<file path="src/verilog/rsq_pkg.sv">
package rsq_pkg;

	// Clock and timing figures
	localparam int CLK_PERIOD_NS = 25;
	localparam int RING_STOP_PERIODS = 17;
	localparam int EXT_RESET_MIN_NS = 10000;
	localparam int EXT_RESET_MIN_CYC =
		(EXT_RESET_MIN_NS + CLK_PERIOD_NS - 1) / CLK_PERIOD_NS;

	// Reset values handed to the core and the peripherals
	localparam logic [15:0] RESET_VECTOR_ADDR = 16'h0000;
	localparam logic [7:0] PSW_RESET = 8'h02;
	localparam logic [7:0] PORT_LATCH_RESET = 8'h00;
	localparam logic [7:0] PORT_DIR_RESET = 8'hFF;
	localparam logic [7:0] OSC_SETTLE_TIME_SELECT_RESET = 8'h05;
	localparam logic [7:0] CLK_REG_RESET = 8'h00;
	localparam logic [7:0] IMS_RESET = 8'hCF;
	localparam logic [7:0] IXS_RESET = 8'h0C;

	// Register byte addresses
	localparam logic [11:0] REG_CTRL = 12'h000;
	localparam logic [11:0] REG_STATUS = 12'h004;
	localparam logic [11:0] REG_PORT_OUT = 12'h008;
	localparam logic [11:0] REG_PORT_DIR = 12'h00C;
	localparam logic [11:0] REG_OSC_SETTLE_TIME_SELECT = 12'h010;
	localparam logic [11:0] REG_CLK = 12'h014;
	localparam logic [11:0] REG_MEM = 12'h018;

	// Field positions
	localparam int CTRL_IND_BIT = 0;
	localparam int CTRL_STOP_BIT = 1;
	localparam int STAT_STOPHELD_BIT = 3;
	localparam int STAT_CAUSE_LSB = 4;
	localparam int PORT_W = 8;
	localparam int PORT_UNDEF_IDX = 2;
	localparam int OSC_SETTLE_TIME_SELECT_SEL_W = 3;

	// Sequencer states
	typedef enum logic [2:0] {
		ST_RESET,
		ST_CLKSTOP,
		ST_RUN,
		ST_STOP,
		ST_WAKE
	} rsq_state_type;

endpackage : rsq_pkg

</file>
<file path="src/verilog/rsq_reset_sequencer.sv">
// The implementer's own choices: the APB slave port and the register addresses.
`timescale 1ns/1ps
// Functional notes
// - Pin reset in deep stop waits settle time
// - Unmasked interrupt wakes; masked keeps stop
// - Five sources raise the reset request
// - Any reset restarts at the reset vector
// - Reset held while any source is active
// - Pins float during reset and clock stop
// - Pin release: seventeen ring periods, then run
// - Watchdog and monitor resets self-release likewise
// - Supply resets release once supply recovers
// - Pin reset stops both oscillators
// - Stop contents kept while reset asserted
// - Low-voltage reset spares its own detector from its second reset cycle on
// - Watchdog reset also resets the watchdog
// - Indicator bit low on reset, software raises
// - Vector loaded, status word 02H
// - Port latches clear, port two kept
// - Port directions set to all inputs
// - Settle select register reloads 05H
// - Clock control registers clear to 00H
// - Memory size registers reload CFH, 0CH
module rsq_reset_sequencer #(
	parameter int RING_OSC_PERIOD_NS = 125,
	parameter int SETTLE_SHIFT = 4,
	parameter int PORTS = 4
) (
	input wire logic clk,
	input wire logic nrst,
	input wire logic [11:0] paddr,
	input wire logic psel,
	input wire logic penable,
	input wire logic pwrite,
	input wire logic [31:0] pwdata,
	output logic pready,
	output logic [31:0] prdata,
	output logic pslverr,
	input wire logic extResetN,
	input wire logic watchdogOverflow,
	input wire logic clockFailure,
	input wire logic powerOnClearLow,
	input wire logic lowVoltageLow,
	input wire logic irqReq,
	input wire logic irqMaskFlag,
	input wire logic irqPriorityFlag,
	input wire logic inServicePriority,
	input wire logic irqAcceptEnable,
	output logic coreReset,
	output logic cpuClkEn,
	output logic ringOscRun,
	output logic mainOscRun,
	output logic vectorFetch,
	output logic [15:0] pcLoadAddr,
	output logic [7:0] pswInit,
	output logic wakeVector,
	output logic wakeResume,
	output logic retainStop,
	output logic watchdogUnitReset,
	output logic lowVoltageUnitReset,
	output logic [8*PORTS-1:0] portOut,
	output logic [8*PORTS-1:0] portOe,
	output logic resetIndOut,
	output logic resetIndOe,
	output logic [31:0] clkCtlOut,
	output logic [15:0] memSizeOut,
	output logic [7:0] oscSettleSel
);

	////////////////////////////////////////////////////////////////////
	// Derived timing

	// Ring period rounded up to whole system clocks, at least one
	localparam int RING_DIV =
		(RING_OSC_PERIOD_NS + rsq_pkg::CLK_PERIOD_NS - 1)
		/ rsq_pkg::CLK_PERIOD_NS;
	localparam logic [7:0] DIV_LAST = 8'(RING_DIV - 1);
	localparam logic [15:0] STOP_LAST =
		16'(rsq_pkg::RING_STOP_PERIODS - 1);
	localparam int PW = 8 * PORTS;

	////////////////////////////////////////////////////////////////////
	// State

	typedef struct packed {
		rsq_pkg::rsq_state_type st;  // Sequencer state
		logic [2:0] extSync;         // Pin synchroniser, bit 0 first
		logic [2:0] pocSync;         // Supply comparator synchroniser
		logic [2:0] lviSync;         // Low-voltage synchroniser
		logic extReq;                // Filtered pin reset request
		logic pocReq;                // Filtered power-on-clear request
		logic lviReq;                // Filtered low-voltage request
		logic [15:0] cnt;            // Settle or clock-stop counter
		logic [7:0] div;             // Ring oscillator divider
		logic tick;                  // One pulse per ring period
		logic [4:0] cause;           // ext, poc, wdt, clm, lvi
		logic fromStop;              // Reset began in deep stop
		logic ind;                   // Indicator bit latch
		logic [PW-1:0] portLatch;    // Port output latches
		logic [PW-1:0] portDir;      // Port directions, 1 = input
		logic [7:0] osc_settle_time_select;            // Settle time select
		logic [31:0] clkCtl;         // Four clock control bytes
		logic [15:0] memSize;        // Memory size bytes
		logic [31:0] rdata;          // Read data for the bus
		logic vecP;                  // Fetch through vector pulse
		logic wakeVecP;              // Wake into interrupt pulse
		logic wakeResP;              // Wake into next instruction
		logic [7:0] probeTicks;      // Ring ticks seen in clock stop
	} rsq_regs_type;

	rsq_regs_type q;  // Registered state
	rsq_regs_type d;  // Next state

	logic anyReq;    // Combined reset request
	logic setup;     // Bus setup phase
	logic access;    // Bus access phase
	logic wrOk;      // Write accepted this edge
	logic serviceOk; // Woken interrupt would be serviced
	logic hiZ;       // Pins float
	logic [15:0] settleCyc;

	////////////////////////////////////////////////////////////////////
	// Helpers

	// Address decode, shared by the error answer and the write path
	function automatic logic regMapped(input logic [11:0] a);
		regMapped = (a == rsq_pkg::REG_CTRL) ||
			(a == rsq_pkg::REG_STATUS) ||
			(a == rsq_pkg::REG_PORT_OUT) ||
			(a == rsq_pkg::REG_PORT_DIR) ||
			(a == rsq_pkg::REG_OSC_SETTLE_TIME_SELECT) ||
			(a == rsq_pkg::REG_CLK) ||
			(a == rsq_pkg::REG_MEM);
	endfunction : regMapped

	// Settle time doubles for each step of the select field
	assign settleCyc = 16'(32'd1 << (32'(q.osc_settle_time_select[rsq_pkg::OSC_SETTLE_TIME_SELECT_SEL_W-1:0])
		+ SETTLE_SHIFT));

	// Any of the five sources holds the reset
	assign anyReq = q.extReq | q.pocReq | q.lviReq |
		watchdogOverflow | clockFailure;

	assign setup = psel & ~penable;
	assign access = psel & penable;
	// Writes are dropped while the reset reload owns the registers
	assign wrOk = access & pwrite & regMapped(paddr) &
		(q.st != rsq_pkg::ST_RESET);
	// Priority flag set needs an in-service slot as well
	assign serviceOk = irqAcceptEnable &
		(~irqPriorityFlag | inServicePriority);

	////////////////////////////////////////////////////////////////////
	// Next-state logic

	always_comb begin
		d = q;
		// Three-stage synchronisers, level taken when stages two and
		// three agree so a single metastable sample never counts
		d.extSync = {q.extSync[1:0], extResetN};
		d.pocSync = {q.pocSync[1:0], powerOnClearLow};
		d.lviSync = {q.lviSync[1:0], lowVoltageLow};
		if (q.extSync[1] == q.extSync[2]) begin
			d.extReq = ~q.extSync[2];
		end
		if (q.pocSync[1] == q.pocSync[2]) begin
			d.pocReq = q.pocSync[2];
		end
		if (q.lviSync[1] == q.lviSync[2]) begin
			d.lviReq = q.lviSync[2];
		end

		// Ring oscillator model; frozen while the pin holds reset
		d.tick = 1'b0;
		if (q.extReq) begin
			d.div = '0;
		end else if (q.div == DIV_LAST) begin
			d.div = '0;
			d.tick = 1'b1;
		end else begin
			d.div = q.div + 8'h01;
		end

		d.vecP = 1'b0;
		d.wakeVecP = 1'b0;
		d.wakeResP = 1'b0;

		// Read data is captured in setup so it comes from a flop
		if (setup) begin
			unique case (paddr)
				rsq_pkg::REG_CTRL: begin
					d.rdata = 32'h0000_0000;
					d.rdata[rsq_pkg::CTRL_IND_BIT] = q.ind;
				end
				rsq_pkg::REG_STATUS: begin
					d.rdata = 32'(q.st);
					d.rdata[rsq_pkg::STAT_STOPHELD_BIT] = q.fromStop;
					d.rdata[rsq_pkg::STAT_CAUSE_LSB +: 5] = q.cause;
				end
				rsq_pkg::REG_PORT_OUT: d.rdata = 32'(q.portLatch);
				rsq_pkg::REG_PORT_DIR: d.rdata = 32'(q.portDir);
				rsq_pkg::REG_OSC_SETTLE_TIME_SELECT: d.rdata = 32'(q.osc_settle_time_select);
				rsq_pkg::REG_CLK: d.rdata = q.clkCtl;
				rsq_pkg::REG_MEM: d.rdata = 32'(q.memSize);
				default: d.rdata = 32'h0000_0000;
			endcase
		end

		// Register writes
		if (wrOk) begin
			unique case (paddr)
				rsq_pkg::REG_CTRL: begin
					d.ind = pwdata[rsq_pkg::CTRL_IND_BIT];
				end
				rsq_pkg::REG_PORT_OUT: d.portLatch = pwdata[PW-1:0];
				rsq_pkg::REG_PORT_DIR: d.portDir = pwdata[PW-1:0];
				rsq_pkg::REG_OSC_SETTLE_TIME_SELECT: d.osc_settle_time_select = pwdata[7:0];
				rsq_pkg::REG_CLK: d.clkCtl = pwdata;
				rsq_pkg::REG_MEM: d.memSize = pwdata[15:0];
				default: d.memSize = q.memSize;
			endcase
		end

		// Sequencer
		unique case (q.st)
			rsq_pkg::ST_RESET: begin
				d.cause = q.cause | {q.extReq, q.pocReq,
					watchdogOverflow, clockFailure, q.lviReq};
				// Release only on a ring tick, so the stop count
				// starts aligned to the oscillator
				if (!anyReq && q.tick) begin
					d.st = rsq_pkg::ST_CLKSTOP;
					d.cnt = '0;
				end
			end
			rsq_pkg::ST_CLKSTOP: begin
				if (anyReq) begin
					d.st = rsq_pkg::ST_RESET;
					d.cause = '0;
				end else if (q.tick) begin
					d.cnt = q.cnt + 16'h0001;
					if (q.cnt == STOP_LAST) begin
						d.st = rsq_pkg::ST_RUN;
						d.vecP = 1'b1;
						d.fromStop = 1'b0;
					end
				end
			end
			rsq_pkg::ST_RUN: begin
				if (anyReq) begin
					d.st = rsq_pkg::ST_RESET;
					d.cause = '0;
				end else if (wrOk && paddr == rsq_pkg::REG_CTRL &&
					pwdata[rsq_pkg::CTRL_STOP_BIT]) begin
					d.st = rsq_pkg::ST_STOP;
				end
			end
			rsq_pkg::ST_STOP: begin
				d.cnt = '0;
				if (q.extReq) begin
					// Pin reset waits for the oscillator first
					d.st = rsq_pkg::ST_WAKE;
					d.fromStop = 1'b1;
				end else if (anyReq) begin
					d.st = rsq_pkg::ST_RESET;
					d.cause = '0;
					d.fromStop = 1'b1;
				end else if (irqReq && !irqMaskFlag) begin
					d.st = rsq_pkg::ST_WAKE;
				end
			end
			rsq_pkg::ST_WAKE: begin
				d.cnt = q.cnt + 16'h0001;
				if (!q.fromStop && anyReq) begin
					d.st = rsq_pkg::ST_RESET;
					d.cause = '0;
				end else if (q.cnt >= settleCyc - 16'h0001) begin
					if (q.fromStop) begin
						d.st = rsq_pkg::ST_RESET;
						d.cause = '0;
					end else begin
						d.st = rsq_pkg::ST_RUN;
						d.wakeVecP = serviceOk;
						d.wakeResP = ~serviceOk;
					end
				end
			end
		endcase

		// Documented reset values reload for as long as reset stands;
		// the port two latch keeps whatever it held
		if (q.st == rsq_pkg::ST_RESET) begin
			d.ind = 1'b0;
			for (int i = 0; i < PORTS; i++) begin
				if (i != rsq_pkg::PORT_UNDEF_IDX) begin
					d.portLatch[i*8 +: 8] =
						rsq_pkg::PORT_LATCH_RESET;
				end
				d.portDir[i*8 +: 8] = rsq_pkg::PORT_DIR_RESET;
			end
			d.osc_settle_time_select = rsq_pkg::OSC_SETTLE_TIME_SELECT_RESET;
			d.clkCtl = {4{rsq_pkg::CLK_REG_RESET}};
			d.memSize = {rsq_pkg::IMS_RESET, rsq_pkg::IXS_RESET};
		end

		// Probe counts ring ticks inside the clock stop
		if (q.st != rsq_pkg::ST_CLKSTOP) begin
			d.probeTicks = '0;
		end else if (q.tick) begin
			d.probeTicks = q.probeTicks + 8'h01;
		end
	end

	////////////////////////////////////////////////////////////////////
	// State register

	always_ff @(posedge clk) begin
		if (!nrst) begin
			q <= '0;
			q.st <= rsq_pkg::ST_RESET;
			q.extSync <= 3'h7;
			q.portDir <= '1;
			q.osc_settle_time_select <= rsq_pkg::OSC_SETTLE_TIME_SELECT_RESET;
			q.memSize <= {rsq_pkg::IMS_RESET, rsq_pkg::IXS_RESET};
		end else begin
			q <= d;
		end
	end

	////////////////////////////////////////////////////////////////////
	// Outputs

	// Pins float through reset, clock stop and the reset settle wait
	assign hiZ = (q.st == rsq_pkg::ST_RESET) ||
		(q.st == rsq_pkg::ST_CLKSTOP) ||
		(q.st == rsq_pkg::ST_WAKE && q.fromStop);
	assign portOe = hiZ ? '0 : ~q.portDir;
	assign portOut = q.portLatch;
	// Indicator always drives: low in reset, software raises it
	assign resetIndOe = 1'b1;
	assign resetIndOut = q.ind & ~hiZ;

	assign coreReset = hiZ;
	assign cpuClkEn = (q.st == rsq_pkg::ST_RUN);
	assign ringOscRun = ~q.extReq;
	assign mainOscRun = ~q.extReq & (q.st != rsq_pkg::ST_STOP);
	assign vectorFetch = q.vecP;
	assign pcLoadAddr = rsq_pkg::RESET_VECTOR_ADDR;
	assign pswInit = rsq_pkg::PSW_RESET;
	assign wakeVector = q.wakeVecP;
	assign wakeResume = q.wakeResP;
	assign retainStop = q.fromStop & ((q.st == rsq_pkg::ST_RESET) ||
		(q.st == rsq_pkg::ST_WAKE));
	assign watchdogUnitReset = (q.st == rsq_pkg::ST_RESET);
	assign lowVoltageUnitReset = (q.st == rsq_pkg::ST_RESET) &
		~q.cause[0];
	assign clkCtlOut = q.clkCtl;
	assign memSizeOut = q.memSize;
	assign oscSettleSel = q.osc_settle_time_select;

	// Zero-wait slave; unmapped addresses answer with an error
	assign pready = access;
	assign prdata = q.rdata;
	assign pslverr = access & ~regMapped(paddr);
endmodule : rsq_reset_sequencer
</file>
<file path="config.mk">
export PLATFORM = sky130hd
export DESIGN_NAME = rsq_reset_sequencer
export DESIGN_NICKNAME = d
export VERILOG_FILES = /design/src/verilog/rsq_pkg.sv /design/src/verilog/rsq_reset_sequencer.sv
export SDC_FILE = /design/constraint.sdc
export NUM_CORES = 1
export LEC_CHECK = 0
export BUFFER_PORTS_ARGS = -buffer_cell sky130_fd_sc_hd__buf_2
export CORE_MARGIN = 1
export CORE_UTILIZATION = 50
export DETAILED_ROUTE_END_ITERATION = 6
export PLACE_DENSITY = 0.73
export SLEW_MARGIN = 25
export SYNTH_ARGS = -nofsm -noshare
export SYNTH_HDL_FRONTEND = slang
export SYNTH_SLANG_ARGS = --single-unit
</file>
<file path="constraint.sdc">
create_clock -name clk -period 4.4 [get_ports clk]
set_input_delay 0.66 -clock clk [delete_from_list [all_inputs] [get_ports clk]]
set_output_delay 0.66 -clock clk [all_outputs]
set_load 0.01 [all_outputs]
</file>
==> results.cfg, run 1 <==
[critical_path]
cpPeakStageDelay_ns = 0.53
cp-start-kind = flop
cp_max_fo = 34
rrSetupSlack_ns = 1.69
slowest_stage = dfxtp_1
path_class = flop to primary output
endpoint_kind = primary output
arrival_ns = 2.38
worstPathRequired_ns = 3.74
cp_cell_sequence = nor3b_1 > o21bai_4 > nor2_1 > buf_2

[global_route]
grt-ovfl-total = 0
grt_pass1_wl_um = 43800
grt_max_degree = 48
grt_pass1_vias = 8036
grt_usage = 0.274
antenna_found_initial = 0

[power_and_ir_drop]
p_leak_nw = 4.68
ir_drop_mv = 0.254
power.density_mw_per_mm2 = 399

[logic_synthesis]
ys_ff_latch = 202
synth_top_area_cell = dfxtp_1
synth_cell_types = 66
synth_area_leaders = dfxtp_1, buf_4, nand2_1
yosysWarnings = 0
synth_compound_area_frac = 0.148
synth_edf_count = 0
synth_xor_xnor_area_share = 0.0185
muxShareOfSynthArea = 0.0228
synthSimpleGateAreaFrac = 0.232
async_flop_share = 0
synth_top_area_frac = 0.407
synth_cells = 1236
syn_avg_cell_area_um2 = 8.04
synth_top_family_by_area = simple AND/OR/NAND/NOR gates
syn_area_mm2 = 0.00993
yosys.area_share.adder = 0.0186
synthFlopType = dfxtp_1
ys_seq_area_frac = 0.407

[clock_network]
cts_resized = 0
numCtsBuffers = 22
clk_latency_ns = 0.50
clk_pin_slew_ns = 0.06
cts.sinks = 202
cts_hold_buf = 0
ctsHtreeMaxLevel = 1
root_buffer = clkbuf_16
cts_tree = done
post-cts-setup-buffers = 0
clockBufferDepth = 3

[routing]
drtIter0Drc = 872
vias = 8737
vias_per_cell = 5.54
drt.antenna.violating_nets = 0
first_pass_iters = 6
route.detailed.drc = 0
wl_um = 28300
wl_per_cell_um = 18.0

[cells_and_area]
diodes = 0
fillers = 1801
mostFrequentLayoutCells = nand2_1, buf_2, dfxtp_1, a21oi_1, nor2_1
nets = 1369
area_delta_synth_final_pct = 10.6
final_common_cell = nand2_1
utilization = 0.565
drive_above_1_share = 0.232
finalNonFillerCells = 1576

[timing]
fin_tns_setup_ns = 0
grt_setup_unrepaired = false
fin_worst_skew_ns = 0.0113
finalMaxSlewViolations = 0
slew_headroom = 0.326
hold_viol = 0
period_needed_ns = 3.04
tightest_slew_ns = 1.01
setup-violations-final = 0
fmax_mhz = 329
fin_crit_sh = 0.691

[place]
portBuffers = 223
place.gp.congestion = 0.843
placedCellCount = 1537
dp_hpwl_um = 19300

[worst_hold_path]
hold_path_class = input port to flop

[die]
die_w_um = 143
num_rows = 51
die_area_mm2 = 0.0204
design.core.area_mm2 = 0.0195
die_y_um = 143
pin_count = 249
initial_core_util = 0.510

[job]
cap_violations = 0

[run_status]
status = finished clean
-- metal layers --
metal | global-route usage | part of all wire | vias up
met5 | 0 | 0 | -
met4 | 0.119 | 0.033 | 0
met3 | 0.0426 | 0.091 | 59
met2 | 0.419 | 0.44 | 466
met1 | 0.381 | 0.43 | 4064
li1 | - | - | 4148
-- layout make-up --
| cell class | instances | area [um2] | area share |
|---|---|---|---|
| clock inverter | 12 | 193 | 0.0175 |
| clock buffer | 27 | 631 | 0.0574 |
| inverter | 14 | 52.6 | 0.00478 |
| sequential | 202 | 4040 | 0.368 |
| timing repair buffer | 236 | 1230 | 0.112 |
| multi-input combinational | 820 | 4510 | 0.411 |
| tap | 265 | 332 | 0.0302 |
-- flip-flops by register name, summed over array words and instances (netlist names) --
name	count
clkCtlOut	32
q	73
memSizeOut	16
portOut	32
wakeResume	1
d	6
oscSettleSel	8
vectorFetch	1
wakeVector	1
prdata	32
-- synthesized netlist by cell type, types with 14 or more instances --
master	count
buf_4	149
nand2_1	264
ha_1	14
inv_1	14
nand3_1	70
o21ai_0	44
a21oi_1	105
dfxtp_1	202
xor2_1	19
nor2_1	85
buf_2	31
clkbuf_1	40
mux2i_1	17
a222oi_1	20
-- critical path: cells and delay by family, from the launching register on --
family,cells,cell delay (ns)
and+or+nand+nor,2,0.63
DFF,1,0.53
AOI/OAI and AO/OA,1,0.51
buffers and inverters,1,0.20
-- final timing paths --
check,startpoint,endpoint,cells after the start
hold / removal,extResetN,d[205],2
hold reg to reg,d[205],d[206],1
setup reg to reg,q[209],clkCtlOut[10],7
setup / recovery,q[164],portOe[1],4
-- stage by stage --
step                      hold slack [ns]  instance area, um2  power (mW)  worst slack, ns
after floorplan                     0.386               10000        2.23             2.08
after global placement              0.389               10200        2.34             1.20
after detailed placement            0.393               10200        2.35             1.29
after CTS                           0.333               11000        4.41             1.38
after global routing                0.349               11000        4.53             1.28
final                               0.341               11000        4.38             1.36
-- power by group --
group          internal (mW)  switching, mW
clock network           1.31          0.758
registers               1.86         0.0379
logic                  0.118          0.298
-- logic make-up after synthesis --
group | after synthesis
simple gates | 503
fa+ha+maj | 15
other cells | 2
xor+xnor | 21
mux | 21
compound gates | 233
buf+inv | 239
flops | 202
Power figures use the tool's default switching activity.
==> run 2, diff against run 1 <==
- ABC_AREA: unset -> 1
- CORE_UTILIZATION: 50 -> 49
- PLACE_DENSITY: 0.73 -> 0.74
- clock period: 4.4 -> 2.7 ns (I/O delays scaled with it)
==> results.cfg, run 2 <==
[timing]
fin_crit_sh = 0.914
fmax_mhz = 405
fin_ws_ns = 0.233
setup-violations-final = 0
slew_headroom = 0.537
fin_tns_setup_ns = 0
hold_viol = 0
tightest_slew_ns = 0.695
fin_worst_skew_ns = 0.00882
finalMaxSlewViolations = 0
period_needed_ns = 2.47
fin_hold_ws_ns = 0.0829
grt_setup_unrepaired = false

[clock_network]
clockBufferDepth = 3
cts_tree = done
clk_pin_slew_ns = 0.06
cts.sinks = 202
clk_latency_ns = 0.51
numCtsBuffers = 23
cts_hold_buf = 0
root_buffer = clkbuf_16
cts_resized = 0
ctsHtreeMaxLevel = 1
post-cts-setup-buffers = 0

[cells_and_area]
area_delta_synth_final_pct = 11.3
drive_above_1_share = 0.220
top_register = q
largest_reg_flops = 73
fillers = 1950
diodes = 0
utilization = 0.559
nets = 1539
final_common_cell = nand2_1
mostFrequentLayoutCells = nand2_1, buf_2, dfxtp_1, inv_1, a21oi_1

[global_route]
grt_usage = 0.264
grt_max_degree = 65
grt_pass1_vias = 8610
grt_pass1_wl_um = 45300
grt-ovfl-total = 0
antenna_found_initial = 1

[routing]
vias = 9335
drt.antenna.violating_nets = 0
drtIter0Drc = 805
route.detailed.drc = 0
vias_per_cell = 5.33
first_pass_iters = 6
wl_um = 28600
wl_per_cell_um = 16.4

[power_and_ir_drop]
internal_power_mw = 5.30
sw_frac_of_total = 0.286
p_seq_frac = 0.418
p_leak_nw = 5.33
power.density_mw_per_mm2 = 651
ir_drop_mv = 0.431
p_total_mw = 7.42
p_switching_mw = 2.12
power_frac_comb = 0.153
pwr-share-clk = 0.429

[logic_synthesis]
syn_avg_cell_area_um2 = 7.41
yosysMostFrequentCell = nand2_1
synth_cell_types = 44
synth_top_area_cell = dfxtp_1
synthFlopType = dfxtp_1
synth_top_area_frac = 0.395
synth_area_leaders = dfxtp_1, buf_4, nand2_1
async_flop_share = 0
synth_cells = 1381
yosysWarnings = 0
syn_area_mm2 = 0.0102
synth_edf_count = 0
ys_ff_latch = 202
ys_seq_area_frac = 0.395
synth_commonest_cells = nand2_1, dfxtp_1, inv_1

[die]
design.core.area_mm2 = 0.0204
die_area_mm2 = 0.0215
die_w_um = 146
initial_core_util = 0.502
pin_count = 249
die_y_um = 146
num_rows = 52

[critical_path]
endpoint_kind = primary output
cp-start-kind = flop
cp_top_family = buffers and inverters
path_buf_inv = 3
reg2reg_from = q[208]
worstPathRequired_ns = 2.30
cp_cell_sequence = nor2_1 > inv_1 > o21ai_4 > buf_4 > nor2_1 > buf_2
path_class = flop to primary output
arrival_ns = 2.06
ff2ff_path_depth = 9
cpPeakStageDelay_ns = 0.40
cp-startpoint = q[207]
rrSetupSlack_ns = 0.34
slowest_stage = o21ai_4
r2r-end = q[105]
crit_path_frequent_cell = nor2_1
cp_max_fo = 13

[worst_hold_path]
hold_path_class = input port to flop
holdPathEnd = d[205]
hp-start = extResetN
whs_path_depth = 2

[job]
cap_violations = 0

[place]
portBuffers = 223
dp_hpwl_um = 20100
place.gp.congestion = 0.874
preCtsSetupSlack_ns = 0.265

[run_status]
status = finished clean
-- run 2: cell count changes after synthesis, moves of 17 or more --
cell,before,now
a222oi_1,20,0
mux2i_1,17,0
a21oi_1,105,130
xor2_1,19,2
nand2_1,264,235
o211ai_1,2,55
o21ai_0,44,71
inv_1,14,159
o21ai_1,1,41
buf_2,31,12
-- run 2: power by group through the flow --
stage,combinational (mW),sequential (mW),clock (mW)
final,1.14,3.10,3.18
after global routing,1.26,3.10,3.37
after CTS,1.13,3.09,3.24
after detailed placement,1.12,3.16,0
after global placement,1.12,3.16,0
after floorplan,0.732,3.14,0
-- run 2: layout make-up --
cell class / instances / area (um2) / area share
repair buffers: 244 / 1340 / 0.117
well taps: 270 / 338 / 0.0297
clock buffers: 29 / 618 / 0.0543
inverters: 163 / 619 / 0.0544
multi-input cells: 832 / 4290 / 0.377
flip-flops and latches: 202 / 4040 / 0.355
clock inverters: 10 / 145 / 0.0127
-- run 2: worst max-delay path by stage --
stage | to | cells past startpoint
2_1_floorplan | q[208] | 11
3_3_place_gp | q[99] | 13
3_5_place_dp | q[119] | 12
4_1_cts | portOe[1] | 6
5_1_grt | q[102] | 9
6_report | portOe[1] | 6
-- run 2: logic make-up after synthesis --
kind of cell,after synthesis,share of synthesized area
other cells,2,0.000734
compound gates,342,0.195
xor+xnor,3,0.00257
flops,202,0.395
buf+inv,372,0.198
fa+ha+maj,14,0.0171
simple gates,446,0.192
-- run 2: worst reg2reg max path, stage by stage (launching register included) --
cell      delay, ns
dfxtp_1        0.35
nor2_1         0.20
inv_1          0.12
nor2_1         0.39
nor2_1         0.19
nand2_4        0.18
inv_6          0.07
nand2_4        0.48
nand2_1        0.17
o211ai_1       0.12
-- run 2: metal layers --
| layer | vias up | share of wire | track usage |
|---|---|---|---|
| met3 | 62 | 0.10 | 0.0631 |
| met2 | 453 | 0.45 | 0.410 |
| met4 | 2 | 0.030 | 0.106 |
| met1 | 4279 | 0.42 | 0.350 |
| met5 | - | 0.00038 | 0 |
| li1 | 4539 | - | - |
-- run 2: through the flow --
step	instances	instance area, um2
after global routing	1750	11400
final	1750	11400
after global placement	1711	10600
after CTS	1750	11400
after floorplan	1406	10300
after detailed placement	1711	10600
==> run 3, diff against run 2 <==
- MAX_ROUTING_LAYER: unset -> met4
==> results.cfg, run 3 (synthesis results as in run 2) <==
[critical_path]
path_class = flop to primary output
crit_path_frequent_cell = nor2_1
arrival_ns = 2.08
cp_max_fo = 13
r2r-end = q[107]
endpoint_kind = primary output
rrSetupSlack_ns = 0.28
cpPeakStageDelay_ns = 0.42
cp_cell_sequence = nor2_1 > inv_1 > o21ai_4 > buf_4 > nor2_1 > buf_2
slowest_stage = o21ai_4
ff2ff_path_depth = 9
worstPathRequired_ns = 2.30
path_buf_inv = 3
reg2reg_from = q[208]
cp-start-kind = flop
cp_top_family = buffers and inverters

[worst_hold_path]
hold_path_class = input port to flop
hp-start = powerOnClearLow
holdPathEnd = d[202]
whs_path_depth = 3

[die]
initial_core_util = 0.502
design.core.area_mm2 = 0.0204
die_w_um = 146
pin_count = 249
num_rows = 52
die_y_um = 146
die_area_mm2 = 0.0215

[place]
preCtsSetupSlack_ns = 0.256
placedCellCount = 1709
place.gp.congestion = 0.896
dpl_cell_area_mm2 = 0.0106
dp_hpwl_um = 20100
portBuffers = 223

[cells_and_area]
final_common_cell = nand2_1
utilization = 0.561
fin_area_mm2 = 0.0114
largest_reg_flops = 73
drive_above_1_share = 0.222
fillers = 1935
nets = 1537
area_delta_synth_final_pct = 11.6
mostFrequentLayoutCells = nand2_1, buf_2, dfxtp_1, inv_1, a21oi_1
top_register = q
finalNonFillerCells = 1753

[global_route]
grt_pass1_wl_um = 45400
grt-ovfl-total = 0
met2_usage = 0.420
grt_max_degree = 65
grt_usage = 0.271
grt_pass1_vias = 8582
antenna_found_initial = 2
busiest_layer = met2
grt_use_met3 = 0.0506
use_met1 = 0.357

[power_and_ir_drop]
p_total_mw = 7.59
p_switching_mw = 2.12
sw_frac_of_total = 0.280
internal_power_mw = 5.46
p_leak_nw = 5.35
p_seq_frac = 0.409
pwr-share-clk = 0.446
power.density_mw_per_mm2 = 665
ir_drop_mv = 0.439
power_frac_comb = 0.145

[timing]
fin_crit_sh = 0.920
grt_setup_unrepaired = false
period_needed_ns = 2.48
fin_worst_skew_ns = 0.0199
fin_ws_ns = 0.215
tightest_slew_ns = 0.695
fin_tns_setup_ns = 0
fmax_mhz = 402
fin_hold_ws_ns = 0.0876
setup-violations-final = 0
finalMaxSlewViolations = 0
hold_viol = 0
slew_headroom = 0.537

[clock_network]
numCtsBuffers = 23
cts_tree = done
cts_hold_buf = 0
post-cts-setup-buffers = 0
root_buffer = clkbuf_16
clockBufferDepth = 3
ctsHtreeMaxLevel = 1
clk_pin_slew_ns = 0.06
clk_latency_ns = 0.51
cts_resized = 0
cts.sinks = 202

[job]
cap_violations = 0

[routing]
vias_per_cell = 5.34
wl_per_cell_um = 16.5
route.detailed.drc = 0
drtIter0Drc = 750
drt.antenna.violating_nets = 0
vias = 9358
first_pass_iters = 5
wl_um = 28900

[run_status]
status = finished clean
run 3: cell count changes in the layout (fill, tap and decap cells not counted), moves of 2 or more:
cell,previous run,this run
clkbuf_1,4,2
clkinvlp_4,4,2
buf_12,5,3
clkbuf_8,2,6
diode_2,0,3
clkinv_2,1,3
run 3: how the worst max path moves through the flow:
stage | from | endpoint | slack, ns | depth (start not counted)
6_report | q[207] | portOe[1] | 0.22 | 6
2_1_floorplan | oscSettleSel[2] | q[208] | 0.83 | 11
3_5_place_dp | paddr[5] | q[107] | 0.26 | 13
4_1_cts | q[207] | portOe[1] | 0.24 | 6
3_3_place_gp | q[208] | q[101] | 0.37 | 9
5_1_grt | q[208] | q[106] | 0.07 | 9
run 3: per-layer routing:
layer	wire length (um)	vias to the layer above
li1	-	4518
met1	12400	4306
met2	13000	479
met3	2750	55
met4	701	0
met5	0	-
run 3: final cells by class:
class / count / area (um2) / share of cell area
diodes: 3 / 7.51 / 0.000658
inverters: 163 / 619 / 0.0542
clock buffers: 31 / 666 / 0.0583
multi-input cells: 832 / 4290 / 0.376
clock inverters: 10 / 159 / 0.0139
repair buffers: 242 / 1300 / 0.114
well taps: 270 / 338 / 0.0296
flip-flops and latches: 202 / 4040 / 0.354
run 3: worst min-delay path: cells and delay by family:
kind,cells,cell delay [ns]
buffers and inverters,2,0.12
and+or+nand+nor,1,0.04
run 3: power by group through the flow:
stage	Clock, mW	Combinational, mW	Sequential, mW
global placement	0	1.09	3.16
global route	3.54	1.23	3.11
finish	3.39	1.10	3.10
floorplan	0	0.732	3.14
detailed placement	0	1.09	3.16
CTS	3.41	1.09	3.10
